### config.mk
export PLATFORM = sky130hd
export DESIGN_NAME = ssbp_top
export DESIGN_NICKNAME = d
export VERILOG_FILES = /design/src/logic/ssbp_pkg.sv /design/src/logic/ssbp_prescaler.sv /design/src/logic/ssbp_top.sv
export SDC_FILE = /design/constraint.sdc
export NUM_CORES = 1
export LEC_CHECK = 0
export BUFFER_PORTS_ARGS = -buffer_cell sky130_fd_sc_hd__clkbuf_2
export CORE_MARGIN = 2
export CORE_UTILIZATION = 50
export DETAILED_ROUTE_END_ITERATION = 10
export PLACE_DENSITY = 0.66
export SYNTH_ARGS = -nofsm -noshare
export SYNTH_HDL_FRONTEND = slang
export SYNTH_SLANG_ARGS = --single-unit
export TNS_END_PERCENT = 50
### constraint.sdc
create_clock -name pclk -period 4.7 [get_ports pclk]
set_input_delay 0.94 -clock pclk [delete_from_list [all_inputs] [get_ports pclk]]
set_output_delay 0.94 -clock pclk [all_outputs]
set_load 0.01 [all_outputs]
### src/logic/ssbp_pkg.sv
`default_nettype none
package ssbp_pkg;

   // ----------------------------------------------------------------
   // Register indices; byte address is four times the index.
   // ----------------------------------------------------------------
   localparam logic [9:0] SSBP_CTRL_IDX = 10'h0a6;
   localparam logic [9:0] SSBP_STAT_IDX = 10'h0a7;
   localparam logic [9:0] SSBP_LAST_IDX = 10'h0a8;
   localparam logic [9:0] SSBP_IRQ_STAT_IDX = 10'h0a9;
   localparam logic [9:0] SSBP_IRQ_EN_IDX = 10'h0aa;
   localparam logic [9:0] SSBP_IRQ_CLR_IDX = 10'h0ab;
   localparam logic [9:0] SSBP_BUF_IDX = 10'h080;

   // ----------------------------------------------------------------
   // Field layout and reset values.
   // ----------------------------------------------------------------
   localparam int SSBP_CKS_LSB = 0;
   localparam int SSBP_GAP_LSB = 3;
   localparam int SSBP_STF_BIT = 0;
   localparam int SSBP_ABT_BIT = 1;
   localparam int SSBP_WT_BIT = 2;
   localparam int SSBP_OVERRUN_FLAG_BIT = 3;
   localparam int SSBP_SOL_BIT = 4;
   localparam logic [2:0] SSBP_RSVD_ONES = 3'h7;
   localparam logic [2:0] SSBP_CKS_EXT = 3'h7;
   localparam logic [2:0] SSBP_CKS_RESET = 3'h0;
   localparam logic [1:0] SSBP_GAP_RESET = 2'h0;
   localparam logic [4:0] SSBP_LAST_RESET = 5'h1f;
   localparam int SSBP_IRQ_DONE = 0;
   localparam int SSBP_IRQ_ABT = 1;
   localparam int SSBP_IRQ_WT = 2;
   localparam int SSBP_IRQ_OVERRUN_FLAG = 3;
   localparam int SSBP_IRQ_W = 4;

   typedef enum logic [3:0]
   {
      ST_IDLE = 4'b0001,
      ST_WAIT_CS = 4'b0010,
      ST_SHIFT = 4'b0100,
      ST_GAP = 4'b1000
   } ssbp_state_e;

   // Half a serial clock period in pclk cycles for each internal code.
   function automatic logic [7:0] ssbp_half_period(input logic [2:0] cks);
      case (cks)
         3'h0: ssbp_half_period = 8'h80;
         3'h1: ssbp_half_period = 8'h20;
         3'h2: ssbp_half_period = 8'h10;
         3'h3: ssbp_half_period = 8'h08;
         3'h4: ssbp_half_period = 8'h04;
         3'h5: ssbp_half_period = 8'h02;
         3'h6: ssbp_half_period = 8'h01;
         default: ssbp_half_period = 8'h01;
      endcase
   endfunction

   // Idle serial clocks inserted between bytes.
   function automatic logic [5:0] ssbp_gap_cycles(input logic [1:0] gap);
      case (gap)
         2'h0: ssbp_gap_cycles = 6'h00;
         2'h1: ssbp_gap_cycles = 6'h08;
         2'h2: ssbp_gap_cycles = 6'h18;
         2'h3: ssbp_gap_cycles = 6'h38;
         default: ssbp_gap_cycles = 6'h00;
      endcase
   endfunction

endpackage
`default_nettype wire

### src/logic/ssbp_prescaler.sv
`timescale 1ns/1ps
`default_nettype none
module ssbp_prescaler
   import ssbp_pkg::*;
#(
   parameter int CNT_W = 8
)
(
   input wire logic pclk,
   input wire logic presetn,
   input wire logic [2:0] cks,
   input wire logic run,
   output logic sck_level,
   output logic fall_tick,
   output logic rise_tick
);

   logic [CNT_W-1:0] cnt;
   logic [CNT_W-1:0] half_m1;

   // ----------------------------------------------------------------
   // Elaboration check.
   // ----------------------------------------------------------------
   if (CNT_W < 8)
   begin : g_bad_width
      $error("Counter too narrow for the slowest division.");
   end

   assign half_m1 = CNT_W'(ssbp_half_period(cks) - 8'h01);

   // The clock idles high, so the first edge of a byte is a falling one.
   always_ff @(posedge pclk or negedge presetn)
   begin
      if (!presetn)
      begin
         cnt <= '0;
         sck_level <= 1'b1;
      end
      else if (!run)
      begin
         cnt <= half_m1;
         sck_level <= 1'b1;
      end
      else if (cnt == '0)
      begin
         cnt <= half_m1;
         sck_level <= ~sck_level;
      end
      else
      begin
         cnt <= cnt - CNT_W'(1);
      end
   end

   assign fall_tick = run && (cnt == '0) && sck_level;
   assign rise_tick = run && (cnt == '0) && !sck_level;

endmodule
`default_nettype wire

### src/logic/ssbp_top.sv
// Implementation choice: the APB register port.
`timescale 1ns/1ps
`default_nettype none
module ssbp_top
   import ssbp_pkg::*;
#(
   parameter int BUF_DEPTH = 32
)
(
   input wire logic pclk,
   input wire logic presetn,
   input wire logic psel,
   input wire logic penable,
   input wire logic pwrite,
   input wire logic [11:0] paddr,
   input wire logic [31:0] pwdata,
   output logic [31:0] prdata,
   output logic pready,
   output logic pslverr,
   input wire logic sck_in,
   output logic sck_out,
   output logic sck_oe_n,
   output logic so_out,
   input wire logic si_in,
   input wire logic cs_n_in,
   output logic irq
);

   if (BUF_DEPTH != 32)
   begin : g_bad_depth
      $error("Buffer depth must be 32 to match the index decode.");
   end

   ssbp_state_e state;
   logic [7:0] buffer [BUF_DEPTH];
   logic [2:0] cks, bitn, armed, clr_hit;
   logic [1:0] gap;
   logic [4:0] last, idx;
   logic [5:0] gap_cnt;
   logic [7:0] rx;
   logic overrun_flag, wt, abort_flag, done_seen, abort_ev;
   logic [SSBP_IRQ_W-1:0] irq_stat, irq_en;
   logic sck_s1, sck_s2, sck_s3, cs_s1, cs_s2, cs_s3, si_s1, si_s2;
   logic ext, int_level, int_fall, int_rise, fall_ev, rise_ev, cs_rise;
   logic setup, access, wr, rd, mapped, busy, is_buf;
   logic [9:0] word;
   logic byte_done, last_byte, start_wr, stat_wr, stat_rd, buf_wait, ovr_ev;

   // ----------------------------------------------------------------
   // Pin synchronisers.
   // ----------------------------------------------------------------
   always_ff @(posedge pclk or negedge presetn)
   begin
      if (!presetn)
      begin
         {sck_s1, sck_s2, sck_s3} <= 3'h7;
         {cs_s1, cs_s2, cs_s3} <= 3'h7;
         {si_s1, si_s2} <= 2'h0;
      end
      else
      begin
         {sck_s1, sck_s2, sck_s3} <= {sck_in, sck_s1, sck_s2};
         {cs_s1, cs_s2, cs_s3} <= {cs_n_in, cs_s1, cs_s2};
         {si_s1, si_s2} <= {si_in, si_s1};
      end
   end

   // ----------------------------------------------------------------
   // Serial clock source.
   // ----------------------------------------------------------------
   assign ext = (cks == SSBP_CKS_EXT);
   assign busy = (state != ST_IDLE);

   ssbp_prescaler #(.CNT_W(8)) u_presc
   (
      .pclk(pclk),
      .presetn(presetn),
      .cks(cks),
      .run(!ext && (state == ST_SHIFT || state == ST_GAP)),
      .sck_level(int_level),
      .fall_tick(int_fall),
      .rise_tick(int_rise)
   );

   assign fall_ev = ext ? (sck_s3 & ~sck_s2) : int_fall;
   assign rise_ev = ext ? (~sck_s3 & sck_s2) : int_rise;
   assign sck_out = (state == ST_SHIFT && !ext) ? int_level : 1'b1;
   assign sck_oe_n = ext;
   assign cs_rise = cs_s2 & ~cs_s3;

   // ----------------------------------------------------------------
   // Bus decode.
   // ----------------------------------------------------------------
   assign setup = psel && !penable;
   assign access = psel && penable;
   assign wr = access && pwrite;
   assign rd = access && !pwrite;
   assign word = paddr[11:2];
   assign is_buf = (word[9:5] == SSBP_BUF_IDX[9:5]);
   assign mapped = is_buf || word == SSBP_CTRL_IDX || word == SSBP_STAT_IDX || word == SSBP_LAST_IDX
                   || word == SSBP_IRQ_STAT_IDX || word == SSBP_IRQ_EN_IDX || word == SSBP_IRQ_CLR_IDX;
   assign pready = 1'b1;
   assign pslverr = access && !mapped;
   assign stat_wr = wr && word == SSBP_STAT_IDX;
   assign stat_rd = rd && word == SSBP_STAT_IDX;
   assign start_wr = stat_wr && pwdata[SSBP_STF_BIT] && !busy;
   assign buf_wait = access && is_buf && busy;
   assign byte_done = (state == ST_SHIFT) && rise_ev && (bitn == 3'h7);
   assign last_byte = (idx == last);
   assign ovr_ev = ext && !busy && done_seen && fall_ev;
   assign abort_ev = (state == ST_SHIFT || state == ST_GAP) && cs_rise;
   assign clr_hit = {3{stat_wr}} & armed & ~pwdata[SSBP_ABT_BIT +: 3];

   // Read data is latched in the setup cycle so it comes from a flip-flop.
   always_ff @(posedge pclk or negedge presetn)
   begin
      if (!presetn)
      begin
         prdata <= '0;
      end
      else if (setup && !pwrite)
      begin
         prdata <= '0;
         if (is_buf && !busy)
            prdata[7:0] <= buffer[word[4:0]];
         else if (word == SSBP_CTRL_IDX)
            prdata[7:0] <= {SSBP_RSVD_ONES, gap, cks};
         else if (word == SSBP_STAT_IDX)
            prdata[7:0] <= {SSBP_RSVD_ONES, so_out, overrun_flag, wt, abort_flag, busy};
         else if (word == SSBP_LAST_IDX)
            prdata[4:0] <= last;
         else if (word == SSBP_IRQ_STAT_IDX)
            prdata[SSBP_IRQ_W-1:0] <= irq_stat;
         else if (word == SSBP_IRQ_EN_IDX)
            prdata[SSBP_IRQ_W-1:0] <= irq_en;
      end
   end

   // ----------------------------------------------------------------
   // Configuration registers.
   // ----------------------------------------------------------------
   always_ff @(posedge pclk or negedge presetn)
   begin
      if (!presetn)
      begin
         cks <= SSBP_CKS_RESET;
         gap <= SSBP_GAP_RESET;
         last <= SSBP_LAST_RESET;
         irq_en <= '0;
      end
      else if (wr)
      begin
         if (word == SSBP_CTRL_IDX)
         begin
            cks <= pwdata[SSBP_CKS_LSB +: 3];
            gap <= pwdata[SSBP_GAP_LSB +: 2];
         end
         if (word == SSBP_LAST_IDX)
            last <= pwdata[4:0];
         if (word == SSBP_IRQ_EN_IDX)
            irq_en <= pwdata[SSBP_IRQ_W-1:0];
      end
   end

   // ----------------------------------------------------------------
   // Transfer sequencer.
   // ----------------------------------------------------------------
   always_ff @(posedge pclk or negedge presetn)
   begin
      if (!presetn)
      begin
         state <= ST_IDLE;
         idx <= '0;
         bitn <= '0;
         gap_cnt <= '0;
         rx <= '0;
      end
      else
      begin
         case (state)
            ST_IDLE:
            begin
               if (start_wr)
               begin
                  idx <= '0;
                  bitn <= '0;
                  state <= cs_s2 ? ST_WAIT_CS : ST_SHIFT;
               end
            end
            ST_WAIT_CS:
            begin
               if (!cs_s2)
                  state <= ST_SHIFT;
            end
            ST_SHIFT:
            begin
               if (cs_rise)
                  state <= ST_IDLE;
               else if (rise_ev)
               begin
                  rx <= {si_s2, rx[7:1]};
                  bitn <= bitn + 3'h1;
                  if (bitn == 3'h7)
                  begin
                     if (last_byte)
                        state <= ST_IDLE;
                     else
                     begin
                        idx <= idx + 5'h01;
                        if (gap != 2'h0)
                        begin
                           gap_cnt <= ssbp_gap_cycles(gap) - 6'h01;
                           state <= ST_GAP;
                        end
                     end
                  end
               end
            end
            ST_GAP:
            begin
               if (cs_rise)
                  state <= ST_IDLE;
               else if (rise_ev)
               begin
                  if (gap_cnt == 6'h00)
                     state <= ST_SHIFT;
                  else
                     gap_cnt <= gap_cnt - 6'h01;
               end
            end
            default: state <= ST_IDLE;
         endcase
      end
   end

   // Received bytes overwrite the byte that was just sent.
   always_ff @(posedge pclk)
   begin
      if (byte_done)
         buffer[idx] <= {si_s2, rx[7:1]};
      else if (wr && is_buf && !busy)
         buffer[word[4:0]] <= pwdata[7:0];
   end

   // Software may only move the pin while idle, so a write cannot corrupt a byte.
   always_ff @(posedge pclk or negedge presetn)
   begin
      if (!presetn)
         so_out <= 1'b0;
      else if (state == ST_SHIFT && fall_ev)
         so_out <= buffer[idx][bitn];
      else if (stat_wr && !busy)
         so_out <= pwdata[SSBP_SOL_BIT];
   end

   // ----------------------------------------------------------------
   // Status flags; a set in the same cycle beats a clear.
   // ----------------------------------------------------------------
   always_ff @(posedge pclk or negedge presetn)
   begin
      if (!presetn)
      begin
         {overrun_flag, wt, abort_flag} <= 3'h0;
         armed <= 3'h0;
         done_seen <= 1'b0;
      end
      else
      begin
         if (stat_rd)
            armed <= armed | prdata[SSBP_ABT_BIT +: 3];
         else
            armed <= armed & ~clr_hit;
         {overrun_flag, wt, abort_flag} <= ({overrun_flag, wt, abort_flag} & ~clr_hit) | {ovr_ev, buf_wait, abort_ev};
         if (start_wr)
            done_seen <= 1'b0;
         else if (byte_done && last_byte)
            done_seen <= 1'b1;
      end
   end

   // ----------------------------------------------------------------
   // Interrupts.
   // ----------------------------------------------------------------
   always_ff @(posedge pclk or negedge presetn)
   begin
      if (!presetn)
         irq_stat <= '0;
      else
         irq_stat <= (irq_stat & ~((wr && word == SSBP_IRQ_CLR_IDX) ? pwdata[SSBP_IRQ_W-1:0] : '0))
                     | {ovr_ev, buf_wait, abort_ev, (byte_done && last_byte)};
   end
   assign irq = |(irq_stat & irq_en);
endmodule
`default_nettype wire

==> impl_results.md <==
* Grt total ovfl at 0
* Static Leakage at 6.40 nW
* Met3 Use GR at 3.85%
* EDFF count, synth at 256
* CP peak stage delay at 0.42 ns
* Crit path capture type: primary output
* Max Cap Viol at 0
* Detailed-router iteration count before antenna repair at 5
* Insertion delay to the later sink of the worst-skew pair at 0.52 ns
* CTS tree: done
* CP bufs+invs at 3
* Post-synth top area cell: edfxtp_1
* Status: complete, no violations
* Class of the worst hold path: flip-flop to flip-flop
* Primary FF master, synth: edfxtp_1
* GPL Wtd Cong at 0.890
* Antenna violations before repair at 1
* Max clock buf depth at 3
* Final nets at 1168
* Root Buffer: clkbuf_16
* Minimum clock period at 3.55 ns
* Slew HR at 20.6%
* Largest delay share family, worst path: simple AND/OR/NAND/NOR gates
* Layout cells sized above 1 at 31.8%
* Most frequent cell after synthesis: edfxtp_1
* Crit start category: primary input
* Seq cells post-synth at 332
* Data required, critical path at 3.76 ns
* Hold Vio Cnt, Final at 0
* Met1 Use GR at 34.7%
* Max Fanout on Critical Path at 12
* Post-synthesis cell area at 16400 sq um
* GR peak layer: met2
* Seq/Total Area, Yosys at 58.6%
* Hpwl dp at 27300 um
* Placeable Area at 32500 sq um
* Area delta synth->final at 12.2%
* Netlist cell types at 67
* First-pass GRT wire length at 61900 um
* Wire per inst at 25.9 um
* Largest net degree at the start of global routing at 77
* Number of global-route vias before repair at 9871
* Via count at 9847
* Asr flop ratio synth at 22.9%
* Max-slew violation count at 0
* Worst clock skew at 0.0185 ns
* Share of the synthesized area in the top cell type at 46.9%
* Die Ht at 185 um
* Post-Synthesis Cells at 1042
* Cell Rows at 66
* PwrDens at 431 nW/um^2
* Via density at 6.23
* Dpl cells at 1511
* Tightest Pin Transition at 1.19 ns
* Post-CTS Setup Repair Bufs at 0
* Die area at 34300 sq um
* Post-CTS resize count at 0
* Top post-synthesis cells by area: edfxtp_1 (47%), mux4_2 (20%), dfrtp_1 (9.6%)
* Syn. warnings at 0
* Post-Layout Cell Count at 1580
* CP arrival at 2.61 ns
* Cell mode on critical path: clkbuf_2
* TritonCTS buffer count at 38
* Routed WL at 40900 um
* Fmax at 282 MHz
* Final setup fails at 0
* Die Width at 185 um
* H-tree depth at 2
* Setup TNS at 0 ns
* Starting DRT DRC Count at 905
* Unrepaired setup endpoints after global routing: no
* CP Cell Sequence: clkbuf_2 > nor2b_1 > nand4b_2 > nor2_1 > buf_4 > nor4_1 > clkbuf_2
* Critical-path top delay cell: nor2b_1
* DRT antenna net count at 0
* Hold_buf cts at 0
* Final worst-path cycle share at 75.5%
* Input/output buffers at 38
* Starting density of the core at 50.5%
* Peak supply drop at 272 uV
* Post-synth top cells: edfxtp_1 (256), mux4_2 (145), nand2_1 (92)
* Worst Setup Path Type: primary input to primary output
* Syn Area/Cell at 15.7 sq um
* # IOs at 90
* Residual DRC at 0
* GRT Total Usage at 24.8%
* Clk slew on worst S/H paths at 0.05 ns
* Met2 usage at 40.5%
* CTS sink count at 332
routing by layer:
layer  wire [um]  up-vias
met5           0        -
met1       16300     5079
li1            -     4246
met3        3590       71
met2       19900      451
met4        1070        0
where the power goes:
part	total (mW)	switching, mW	internal, mW
sequential	3.51	0.272	3.24
combinational	1.56	0.866	0.698
clock	2.85	1.15	1.71
cell families (layout without fill, tap and decap cells):
kind of cell | count (synthesis) | in the layout | synth area share [%]
muxes | 214 | 214 | 24.4
DFF | 332 | 332 | 58.6
adders and majority gates | 7 | 7 | 0.534
AOI/OAI and AO/OA | 124 | 124 | 4.86
and+or+nand+nor | 249 | 249 | 7.42
other | 2 | 26 | 0.0458
buffers and inverters | 99 | 171 | 3.33
xor gates and xnor gates | 15 | 15 | 0.801
state kept, by name, summed over array words and instances, names as in the netlist, 2 cells and up:
| register | count |
|---|---|
| armed | 3 |
| bitn | 3 |
| buffer | 256 |
| cks | 3 |
| gap | 2 |
| gap_cnt | 6 |
| idx | 5 |
| irq_en | 4 |
| irq_stat | 4 |
| last | 5 |
| prdata | 8 |
| rx | 7 |
| state | 4 |
| u_presc.cnt | 8 |
cell usage in the layout, fill, tap and decap left out, types with 6 or more instances in the layout:
cell type / Yosys / final
inv_1: 9 / 9
a21oi_1: 28 / 28
dfstp_2: 13 / 13
nor3_1: 10 / 10
clkbuf_2: 0 / 35
ha_1: 7 / 7
and2_1: 6 / 6
mux2i_1: 28 / 28
a31oi_1: 12 / 12
dfrtp_1: 63 / 60
nand3_1: 15 / 15
nor2_1: 71 / 71
mux4_2: 145 / 145
buf_4: 32 / 54
nand2_1: 92 / 92
nor2b_1: 9 / 9
clkbuf_1: 24 / 9
edfxtp_1: 256 / 256
nand3b_1: 9 / 9
o21ai_0: 36 / 36
clkbuf_16: 0 / 39
conb_1: 2 / 25
xor2_1: 10 / 10
mux2_2: 41 / 41
clkinv_2: 0 / 7
stage by stage:
step	cell area [sq um]	hold slack (ns)	power, mW	worst slack, ns	util [%]
final	18400	0.345	7.93	1.15	56.7
after global routing	18400	0.356	8.24	0.915	56.7
after CTS	18400	0.348	7.97	1.16	56.7
after global placement	17200	0.340	5.11	0.870	53.0
after detailed placement	17200	0.336	5.13	0.786	53.0
after floorplan	16500	0.331	4.62	1.62	-
area by class of cell:
| type | count | area, sq um |
|---|---|---|
| Fill cell | 2538 | 14000 |
| Sequential cell | 332 | 9610 |
| Multi-Input combinational cell | 634 | 6330 |
| Clock buffer | 49 | 1020 |
| Timing Repair Buffer | 93 | 661 |
| Tap cell | 442 | 553 |
| Clock inverter | 19 | 180 |
| Inverter | 10 | 37.5 |
| Antenna cell | 1 | 2.50 |
path summary, 6_finish.rpt:
check / startpoint / to / slack (ns) / cells past startpoint
max: paddr[4] / pslverr / 1.15 / 7
min: si_s1 / si_s2 / 0.34 / 0
max reg2reg: u_presc.cnt[3] / buffer[8][7] / 1.17 / 7
min reg2reg: si_s1 / si_s2 / 0.34 / 0
max in group asynchronous: presetn / idx[0] / 3.41 / 1
min in group asynchronous: presetn / prdata[6] / 0.56 / 1
worst register-to-register path: stages, from the launching register on:
cell and delay (ns):
dfrtp_1 0.44, nor4_2 0.34, nand3_1 0.29, o41ai_2 0.42, nand3_1 0.29, nor3_1 0.21, a21oi_1 0.22, nor2_1 0.93
(Power assumes the default switching activity.)
